## src/design/mpt_cfg.svh

```systemverilog
// Constants of the modulo periodic timer: offsets, fields, reset values
// Assumes an 8-bit register port with byte offsets as printed
// Function
// - 16-bit up counter, free or modulo
// - Counter reads never disturb counting
// - Prescaler divides by 1 to 64
// - Match sets flag, restarts at zero
// - Flag clears by read then zero write
// - Overflow between steps keeps flag set
// - Interrupt request when enabled and flagged
// - Halt bit holds counter, set at reset
// - Counter reset clears counter and prescaler
// - Halt with counter reset holds zero
// - High read latches low byte
// - Reset clears counter bytes
// - Modulo high write inhibits flag
// - Reset sets modulo bytes to ones
// - Wait mode keeps counting, wakes CPU
// - Stop mode freezes timer, keeps state
// - Break halts the counter
// - Break clears flag only when enabled
// - Break latched low byte is kept
// - Reset clears prescaler select
`ifndef MPT_CFG_SVH
`define MPT_CFG_SVH
`define MPT_ADDR_STATUS_CONTROL 8'h4b
`define MPT_ADDR_COUNT_HIGH     8'h4c
`define MPT_ADDR_COUNT_LOW      8'h4d
`define MPT_ADDR_MODULO_HIGH    8'h4e
`define MPT_ADDR_MODULO_LOW     8'h4f
`define MPT_BIT_FLAG            7
`define MPT_BIT_ENABLE          6
`define MPT_BIT_HALT            5
`define MPT_BIT_CNT_RESET       4
`define MPT_DIV_LSB             0
`define MPT_DIV_MSB             2
`define MPT_RST_MODULO          16'hffff
`define MPT_RST_COUNT           16'h0000
`define MPT_RST_DIV             3'h0
`define MPT_DIV_MAX             3'h6
`endif

```

## src/design/mpt_pkg.sv

```systemverilog
// Types of the modulo periodic timer
// Assumes the config header is compiled alongside
package mpt_pkg;
   typedef struct packed
   {
      logic       wr;
      logic       rd;
      logic [7:0] addr;
      logic [7:0] wdata;
   } mpt_bus_req_t;
endpackage : mpt_pkg

```

## src/design/mpt_timer.sv

```systemverilog
// Modulo periodic timer core with byte register port
// Assumes one bus clock; mode inputs are synchronous to it
`timescale 1ns/1ns
`include "mpt_cfg.svh"
module mpt_timer
   import mpt_pkg::*;
(
   // Clock and reset
   input  wire logic       core_clk,
   input  wire logic       resetn,
   // Register port
   input  wire logic [7:0] reg_addr,
   input  wire logic [7:0] reg_wdata,
   input  wire logic       reg_wr,
   input  wire logic       reg_rd,
   output logic      [7:0] reg_rdata,
   // System modes
   input  wire logic       wait_mode,
   input  wire logic       stop_mode,
   input  wire logic       break_active,
   input  wire logic       break_clear_enable,
   // Interrupt request
   output logic            irq_q
);
   // ==========================================================
   // Bus decode
   mpt_bus_req_t req;
   assign req = '{wr: reg_wr & ~wait_mode, rd: reg_rd & ~wait_mode,
                  addr: reg_addr, wdata: reg_wdata};
   logic wr_sc, wr_mh, wr_ml, rd_sc, rd_ch, rd_cl;
   assign wr_sc = req.wr && req.addr == `MPT_ADDR_STATUS_CONTROL;
   assign wr_mh = req.wr && req.addr == `MPT_ADDR_MODULO_HIGH;
   assign wr_ml = req.wr && req.addr == `MPT_ADDR_MODULO_LOW;
   assign rd_sc = req.rd && req.addr == `MPT_ADDR_STATUS_CONTROL;
   assign rd_ch = req.rd && req.addr == `MPT_ADDR_COUNT_HIGH;
   assign rd_cl = req.rd && req.addr == `MPT_ADDR_COUNT_LOW;

   // ==========================================================
   // Control state
   logic [15:0] count_q, modulo_q;
   logic [5:0]  presc_q;
   logic [2:0]  div_q;
   logic        halt_q, enable_q, flag_q, armed_q, inhibit_q;
   logic [7:0]  low_hold_q;
   logic        hold_full_q;
   logic        cnt_reset;
   assign cnt_reset = wr_sc & req.wdata[`MPT_BIT_CNT_RESET];

   always_ff @(posedge core_clk or negedge resetn)
   begin
      if (!resetn)
      begin
         halt_q   <= 1'b1;
         enable_q <= 1'b0;
         div_q    <= `MPT_RST_DIV;
      end
      else if (wr_sc)
      begin
         halt_q   <= req.wdata[`MPT_BIT_HALT];
         enable_q <= req.wdata[`MPT_BIT_ENABLE];
         div_q    <= req.wdata[`MPT_DIV_MSB:`MPT_DIV_LSB];
      end
   end

   // ==========================================================
   // Prescaler and counter
   logic tick;
   logic run;
   logic match;
   // Codes above six divide by 64
   always_comb
   begin
      if (div_q >= `MPT_DIV_MAX)
         tick = &presc_q;
      else
         tick = (presc_q & ((6'h01 << div_q) - 6'h01)) == ((6'h01 << div_q) - 6'h01);
   end
   // Wait keeps counting; stop freezes; break halts
   assign run   = ~halt_q & ~stop_mode & ~break_active;
   assign match = run & tick & (count_q == modulo_q);

   always_ff @(posedge core_clk or negedge resetn)
   begin
      if (!resetn)
      begin
         count_q <= `MPT_RST_COUNT;
         presc_q <= 6'h00;
      end
      // Clears counter and prescaler; halt keeps zero
      else if (cnt_reset)
      begin
         count_q <= `MPT_RST_COUNT;
         presc_q <= 6'h00;
      end
      else if (run)
      begin
         presc_q <= presc_q + 6'h01;
         if (tick)
            count_q <= match ? `MPT_RST_COUNT : count_q + 16'h0001;
      end
   end

   // ==========================================================
   // Modulo registers
   always_ff @(posedge core_clk or negedge resetn)
   begin
      if (!resetn)
      begin
         modulo_q  <= `MPT_RST_MODULO;
         inhibit_q <= 1'b0;
      end
      else
      begin
         if (wr_mh)
            modulo_q[15:8] <= req.wdata;
         if (wr_ml)
            modulo_q[7:0] <= req.wdata;
         if (wr_ml)
            inhibit_q <= 1'b0;
         else if (wr_mh)
            inhibit_q <= 1'b1;
      end
   end

   // ==========================================================
   // Overflow flag
   logic prot;
   logic clear_ok;
   assign prot     = break_active & ~break_clear_enable;
   assign clear_ok = wr_sc & ~req.wdata[`MPT_BIT_FLAG] & armed_q & ~prot;

   // Next flag and enable, so the request tracks them without lag
   logic flag_set;
   logic flag_d;
   logic enable_d;
   assign flag_set = match & ~inhibit_q;
   // Set wins over a clear in the same cycle
   assign flag_d   = flag_set | (flag_q & ~clear_ok);
   assign enable_d = wr_sc ? req.wdata[`MPT_BIT_ENABLE] : enable_q;

   always_ff @(posedge core_clk or negedge resetn)
   begin
      if (!resetn)
      begin
         flag_q  <= 1'b0;
         armed_q <= 1'b0;
      end
      else
      begin
         if (match & ~inhibit_q)
            flag_q <= 1'b1;
         else if (clear_ok)
            flag_q <= 1'b0;
         if (match & ~inhibit_q)
            armed_q <= 1'b0;
         else if (rd_sc & flag_q & ~prot)
            armed_q <= 1'b1;
         else if (clear_ok)
            armed_q <= 1'b0;
      end
   end

   // Level request while enabled and flagged; wakes from wait
   always_ff @(posedge core_clk or negedge resetn)
   begin
      if (!resetn)
         irq_q <= 1'b0;
      else
         irq_q <= enable_d & flag_d;
   end

   // ==========================================================
   // Low byte latch and read data
   always_ff @(posedge core_clk or negedge resetn)
   begin
      if (!resetn)
      begin
         low_hold_q  <= 8'h00;
         hold_full_q <= 1'b0;
      end
      // Latch on high read; kept after break
      else if (rd_ch & ~hold_full_q)
      begin
         low_hold_q  <= count_q[7:0];
         hold_full_q <= 1'b1;
      end
      else if (rd_cl)
         hold_full_q <= 1'b0;
   end

   always_ff @(posedge core_clk or negedge resetn)
   begin
      if (!resetn)
         reg_rdata <= 8'h00;
      else if (rd_sc)
         reg_rdata <= {flag_q, enable_q, halt_q, 1'b0, 1'b0, div_q};
      else if (rd_ch)
         reg_rdata <= count_q[15:8];
      else if (rd_cl)
         reg_rdata <= hold_full_q ? low_hold_q : count_q[7:0];
      else if (req.rd && req.addr == `MPT_ADDR_MODULO_HIGH)
         reg_rdata <= modulo_q[15:8];
      else if (req.rd && req.addr == `MPT_ADDR_MODULO_LOW)
         reg_rdata <= modulo_q[7:0];
      else
         reg_rdata <= 8'h00;
   end
endmodule : mpt_timer

```

## config.mk

```make
export PLATFORM = sky130hd
export DESIGN_NAME = mpt_timer
export DESIGN_NICKNAME = d
export VERILOG_FILES = /design/src/design/mpt_pkg.sv /design/src/design/mpt_timer.sv
export VERILOG_INCLUDE_DIRS = /design/src /design/src/design
export SDC_FILE = /design/constraint.sdc
export NUM_CORES = 1
export LEC_CHECK = 0
export ABC_CLOCK_PERIOD_IN_PS = 3000
export BUFFER_PORTS_ARGS = -buffer_cell sky130_fd_sc_hd__buf_4
export CAP_MARGIN = 10
export CORE_MARGIN = 4
export CORE_UTILIZATION = 50
export CTS_CLUSTER_DIAMETER = 50
export CTS_CLUSTER_SIZE = 24
export DETAILED_ROUTE_END_ITERATION = 8
export HOLD_SLACK_MARGIN = 0.06
export PLACE_DENSITY = 0.69
export SYNTH_ARGS = -nofsm -noshare
export SYNTH_HDL_FRONTEND = slang
export SYNTH_SLANG_ARGS = --single-unit
```

## constraint.sdc

```tcl
create_clock -name core_clk -period 3 [get_ports core_clk]
set_clock_uncertainty 0.05 [all_clocks]
set_input_delay 0.6 -clock core_clk [delete_from_list [all_inputs] [get_ports core_clk]]
set_output_delay 0.6 -clock core_clk [all_outputs]
set_load 0.02 [all_outputs]
```

======== After elaboration in Yosys (flattened, before gate mapping) ========
Index checks and enable logic that the tools add are counted.
W data, S select, Z words.
storage, ports and cells
  bits in registers ....................... 64
  latch bits .............................. 0
  memory bits (writable) .................. 0
  ROM bits ................................ 0
  input bits .............................. 24
  output and inout bits ................... 9
  logic and storage cells ................. 93
  memories kept ........................... 0
cells by class
  add/subtract/negate cells ............... 3
  multiply operators ...................... 0
  divide/modulo/power cells ............... 0
  order comparisons ....................... 1
  equality and inequality tests ........... 7
  shift-type cells ........................ 1
  multiplexer cells ....................... 22
  bitwise operators ....................... 29
  reduce and logical (&&, ||, !) cells .... 16
operators with widths
  cell                     number
  $mux W16                 4
  $mux W8                  6
  $eq A8 B7 Y1 const B     5
  $and A1 B1 Y1            17
  $add A16 B1 Y16 const B  1
  $eq A16 B16 Y1           1
  $mux W6                  2
  $mux W1                  10
  $not A1 Y1               10
  $reduce_bool A2 Y1       5
  $logic_and A1 B1 Y1      8
  $add A6 B1 Y6 const B    1
  $and A6 B6 Y6            1
  $eq A6 B6 Y1             1
  $reduce_and A6 Y1        1
  $shl A1 B3 Y6 const A    1
  $sub A6 B1 Y6 const B    1
  $ge A3 B3 Y1 const B     1
  $reduce_bool A3 Y1       1
  $reduce_and A2 Y1        1
  $or A1 B1 Y1             1

======== Depth between registers and ports, before layout ========
  depth in word-level cells ............... 11
  mapped depth ............................ 8
  depth with buffers taken out ............ 6

======== Least setup slack after synthesis ========
Ideal clock, no wire load.
  kind .................................... input -> register
  from .................................... input port reg_addr[5]
  to ...................................... register low_hold_q[0]
  library setup time ...................... 0.125 ns
  arrival ................................. 1.960 ns
  required time ........................... 2.825 ns
  path slack .............................. 0.866 ns
  stages .................................. 5
  path buffers ............................ 0
  cells stage by stage .................... nor4b_2 -> and2_2 -> nand3_1 -> nor4_4 -> mux2_2
between the ends
  longest elaborated chain between the ends .. 3
RTL lines
  element                               line              RTL
  from (decl)                           mpt_timer.sv:12   input wire logic [7:0] reg_addr,
  $eq A8 B7 Y1 (no source line)         n/a
  $logic_and A1 B1 Y1 (no source line)  n/a
  $and A1 B1 Y1                         mpt_timer.sv:182  else if (rd_ch & ~hold_full_q)
  to (signal assigned)                  mpt_timer.sv:184  low_hold_q <= count_q[7:0];
  to (decl)                             mpt_timer.sv:44   logic [7:0] low_hold_q;
Every way passes these cells.
A chain may end at the register's enable or synchronous reset.

======== Worst setup path in the final report ========
  from .................................... register presc_q[0]
  to ...................................... register count_q[14]
between the ends
  longest elaborated chain between the ends .. 9
  elaborated cells between the ends (all ways) .. 12
  classes of those cells .................. eq/ne: 1; mux: 5; bitwise: 3; reduce/logical: 3
RTL lines
  element                      line             RTL
  from (decl)                  mpt_timer.sv:41  logic [5:0] presc_q;
  from (signal assigned)       mpt_timer.sv:97  presc_q <= presc_q + 6'h01;
  $and A6 B6 Y6                mpt_timer.sv:76  tick = (presc_q & ((6'h01 << div_q) - 6'h01)) == ((6'h01 << div_q) - 6'h01);
  $eq A6 B6 Y1                 mpt_timer.sv:76
  $mux W1 *                    mpt_timer.sv:73  if (div_q >= `MPT_DIV_MAX)
  $and A1 B1 Y1 (2 in series)  mpt_timer.sv:80  assign match = run & tick & (count_q == modulo_q);
  $mux W16                     mpt_timer.sv:99  count_q <= match ? `MPT_RST_COUNT : count_q + 16'h0001;
  $mux W16                     mpt_timer.sv:98  if (tick)
  $mux W16                     mpt_timer.sv:95  else if (run)
  $mux W16                     mpt_timer.sv:90  else if (cnt_reset)
  to (signal assigned)         mpt_timer.sv:86  count_q <= `MPT_RST_COUNT;
  to (signal assigned)         mpt_timer.sv:92  count_q <= `MPT_RST_COUNT;
  to (signal assigned)         mpt_timer.sv:99
  to (decl)                    mpt_timer.sv:40  logic [15:0] count_q, modulo_q;
Every way passes the cells marked *; elsewhere a longest branch is shown, timed or not. The select of a mux whose other input is x is not followed.

==> impl_metrics.py <==
metrics = {
    "run_status": {
        "status": "finished, final reports clean",
    },
    "route": {
        "route.detailed.drc": 0,
        "final_wirelength_um": 8410,
        "maxUsedRoutingLayer": "met4",
        "drt-met1-wl_um": 3680,
        "avgRoutedWirePerCell_um": 17.7,
        "drtIter0Drc": 97,
        "sum_of_met3_wire_segment_lengths_after_detailed_routing_um": 412,
        "first_pass_iters": 4,
        "met2WireLength_um": 4200,
        "final_antenna_violating_net_count": 0,
        "via_count": 2751,
        "vias_per_cell": 5.80,
    },
    "cells_and_area": {
        "finish.net_count": 399,
        "fin_util_pct": 60.0,
        "number_of_antenna_cells_inserted": 0,
        "area_growth_syn_to_layout_pct": 14.8,
        "layout-drive-gt1-share_pct": 31.2,
        "finish.cell_count_without_fillers": 474,
        "design_area_um2": 4140,
    },
    "yosys": {
        "synth-async-reset-ratio_pct": 100,
        "synthMostInstantiatedCell": "sky130_fd_sc_hd__dfrtp_1",
        "synth.ff_latch_count": 64,
        "yosys_most_used_dff": "sky130_fd_sc_hd__dfrtp_1",
        "synth_fp_nets": 371,
        "ys_types": 43,
        "synth.top_cells.by_area": "sky130_fd_sc_hd__dfrtp_1 (33%), sky130_fd_sc_hd__dfstp_2 (12%), sky130_fd_sc_hd__mux2_2 (9.7%)",
        "synth_top_area_share_pct": 32.6,
        "synthesis.area_per_instance_um2": 10.5,
        "synth_sequential_area_ratio_pct": 44.9,
        "synth_commonest_cells": "sky130_fd_sc_hd__dfrtp_1 (47), sky130_fd_sc_hd__mux2_2 (31), sky130_fd_sc_hd__o21ai_0 (31)",
        "synth.largest_area_cell": "sky130_fd_sc_hd__dfrtp_1",
        "synth_edf_count": 0,
        "netlist_instances": 345,
        "combined_area_of_all_synthesized_cells_um2": 3610,
        "synth.yosys.warnings": 0,
    },
    "job": {
        "timing.max_cap.violations": 0,
    },
    "sta": {
        "timing_hold_violations_final": 0,
        "layout_worst_path_cycle_share_pct": 79.7,
        "totalNegativeSetupSlack_ns": 0,
        "max-slew-margin-rel_pct": 46.0,
        "setup-violations-final": 0,
        "period_needed_ns": 2.39,
        "minimum_setup_slack_in_the_final_design_ns": 0.608,
        "timing_worst_slew_pin_value_ns": 0.810,
        "final_number_of_max_transition_violations": 0,
        "rsz0062_at_grt": "false",
        "clock.fmax_mhz": 418,
    },
    "placement": {
        "final_replace_weighted_congestion": 0.797,
        "place_ws_ns": 0.504,
        "placed_cells": 458,
        "dpl.hpwl_um": 5860,
        "io_buffers": 32,
        "placed_cell_area_um2": 3940,
    },
    "power": {
        "cell_internal_pwr_mw": 1.52,
        "net_switching_power_figure_mw": 0.703,
        "p_leak_nw": 1.81,
        "pwr-share-seq_pct": 47.7,
        "portion_of_total_power_attributed_to_the_clock_network_pct": 34.7,
        "cellPowerDensity_nw_per_um2": 535,
        "vdd_drop_max_uv": 305,
        "netSwitchingFraction_pct": 31.7,
        "share_comb_of_total_power_pct": 17.5,
    },
    "cts": {
        "tritoncts.num_buffers": 9,
        "cts.repair_timing.setup_buffer_count": 0,
        "number_of_h_tree_branching_levels": 3,
        "clk_latency_ns": 0.34,
        "cts_sinks": 64,
        "postCtsHoldBufs": 0,
        "clkSlewWorstSetupHoldPaths_ns": 0.08,
        "cts_root_buffer": "sky130_fd_sc_hd__clkbuf_8",
        "cts_resized": 0,
        "tritoncts_clock_tree": "yes",
        "clk_path_buf_depth": 2,
    },
    "die": {
        "dieArea_um2": 8650,
        "die_height_um": 93.0,
        "start_util_pct": 52.3,
        "design.portCount": 33,
        "std_cell_rows": 30,
        "die_width_um": 93.0,
        "core_region_area_um2": 6910,
    },
    "global_routing": {
        "antenna_found_initial": 0,
        "grt_max_degree": 65,
        "grtUsageTotal_pct": 20.7,
        "grt_overflow": 0,
        "first_pass_grt_wire_length_um": 13800,
        "vias_in_the_first_global_route": 2766,
    },
    "critical_path": {
        "cpPeakStageDelay_ns": 0.45,
        "worst-path-buf-inv": 1,
        "critical_path_arrival_ns": 2.60,
        "worst_ep_required_time_ns": 3.21,
        "worst_setup_path_start_kind": "register",
        "critical-path-top-delay-family": "compound AO/OA/AOI/OAI gates",
        "crit_path_cell_trace": "ha_1, nand4_1, o221ai_1, o211ai_2, buf_4, a211oi_1, mux2i_1",
        "worst_path_max_delay_cell": "sky130_fd_sc_hd__dfrtp_1",
        "critPathCaptureType": "register",
        "worst-path-max-fanout": 17,
        "crit_type": "reg -> reg",
    },
    "worst_hold_path": {
        "holdCritPathClass": "in -> async",
    },
}
==> placed cells by master, fill, tap and decap left out, types with 3 or more instances in the layout <==
cell type	n
sky130_fd_sc_hd__a211oi_1	5
sky130_fd_sc_hd__a21oi_1	14
sky130_fd_sc_hd__and3_1	4
sky130_fd_sc_hd__and4_1	5
sky130_fd_sc_hd__buf_4	41
sky130_fd_sc_hd__clkbuf_8	10
sky130_fd_sc_hd__clkinvlp_4	4
sky130_fd_sc_hd__dfrtp_1	47
sky130_fd_sc_hd__dfstp_2	17
sky130_fd_sc_hd__inv_1	3
sky130_fd_sc_hd__mux2_2	31
sky130_fd_sc_hd__mux2i_1	26
sky130_fd_sc_hd__nand2_1	18
sky130_fd_sc_hd__nand3_1	9
sky130_fd_sc_hd__nand4_1	6
sky130_fd_sc_hd__nor2_1	27
sky130_fd_sc_hd__nor2b_1	7
sky130_fd_sc_hd__nor4_1	4
sky130_fd_sc_hd__o211ai_1	15
sky130_fd_sc_hd__o21ai_0	31
sky130_fd_sc_hd__o31ai_1	3
sky130_fd_sc_hd__xnor2_1	5
sky130_fd_sc_hd__xor2_1	17
==> kinds of logic after synthesis <==
logic type | share of synthesized area [%]
AOI/OAI and AO/OA | 13.2
xor gates and xnor gates | 5.34
adders and majority gates | 0.693
buffers and inverters | 3.12
DFF | 44.9
muxes | 18.1
and+or+nand+nor | 14.6
==> per-layer routing <==
layer  vias up  global-route usage (%)
met5         -                       0
met1      1381                    27.1
met3         6                    4.34
li1       1307                       -
met2        57                    33.4
met4         0                    8.30
==> state kept, by name, summed over array words and instances (netlist names) <==
name / count
low_hold_q: 8
presc_q: 6
modulo_q: 16
flag_q: 1
irq_q: 1
hold_full_q: 1
inhibit_q: 1
reg_rdata: 8
halt_q: 1
count_q: 16
armed_q: 1
div_q: 3
enable_q: 1
==> power groups by stage <==
stage,logic [mW],registers (mW),clock network (mW)
2_1_floorplan,0.296,1.02,0
3_3_place_gp,0.376,1.07,0
3_5_place_dp,0.389,1.07,0
4_1_cts,0.391,1.06,0.787
5_1_grt,0.440,1.07,0.824
6_report,0.389,1.06,0.771
==> through the flow <==
step / total power [mW] / hold WS [ns]
global route: 2.34 / 0.351
global placement: 1.44 / 0.415
detailed placement: 1.46 / 0.444
floorplan: 1.32 / 0.254
finish: 2.22 / 0.287
CTS: 2.24 / 0.314
==> final cells by class <==
class / count / area (um^2)
repair buffers: 41 / 308
flip-flops and latches: 64 / 1620
well taps: 96 / 120
multi-input cells: 254 / 1880
clock buffers: 10 / 138
clock inverters: 6 / 68.8
inverters: 3 / 11.3
fillers: 610 / 2760
==> worst paths after layout <==
path / startpoint / to / slack (ns) / depth (start not counted)
setup reg to reg: presc_q[0] / count_q[14] / 0.61 / 7
min in group core_clk: enable_q / reg_rdata[6] / 0.45 / 2
setup / recovery: presc_q[0] / count_q[14] / 0.61 / 7
max in group asynchronous: resetn / reg_rdata[7] / 2.07 / 1
hold reg to reg: enable_q / reg_rdata[6] / 0.45 / 2
hold / removal: resetn / div_q[2] / 0.29 / 1
(Power assumes the default switching activity.)
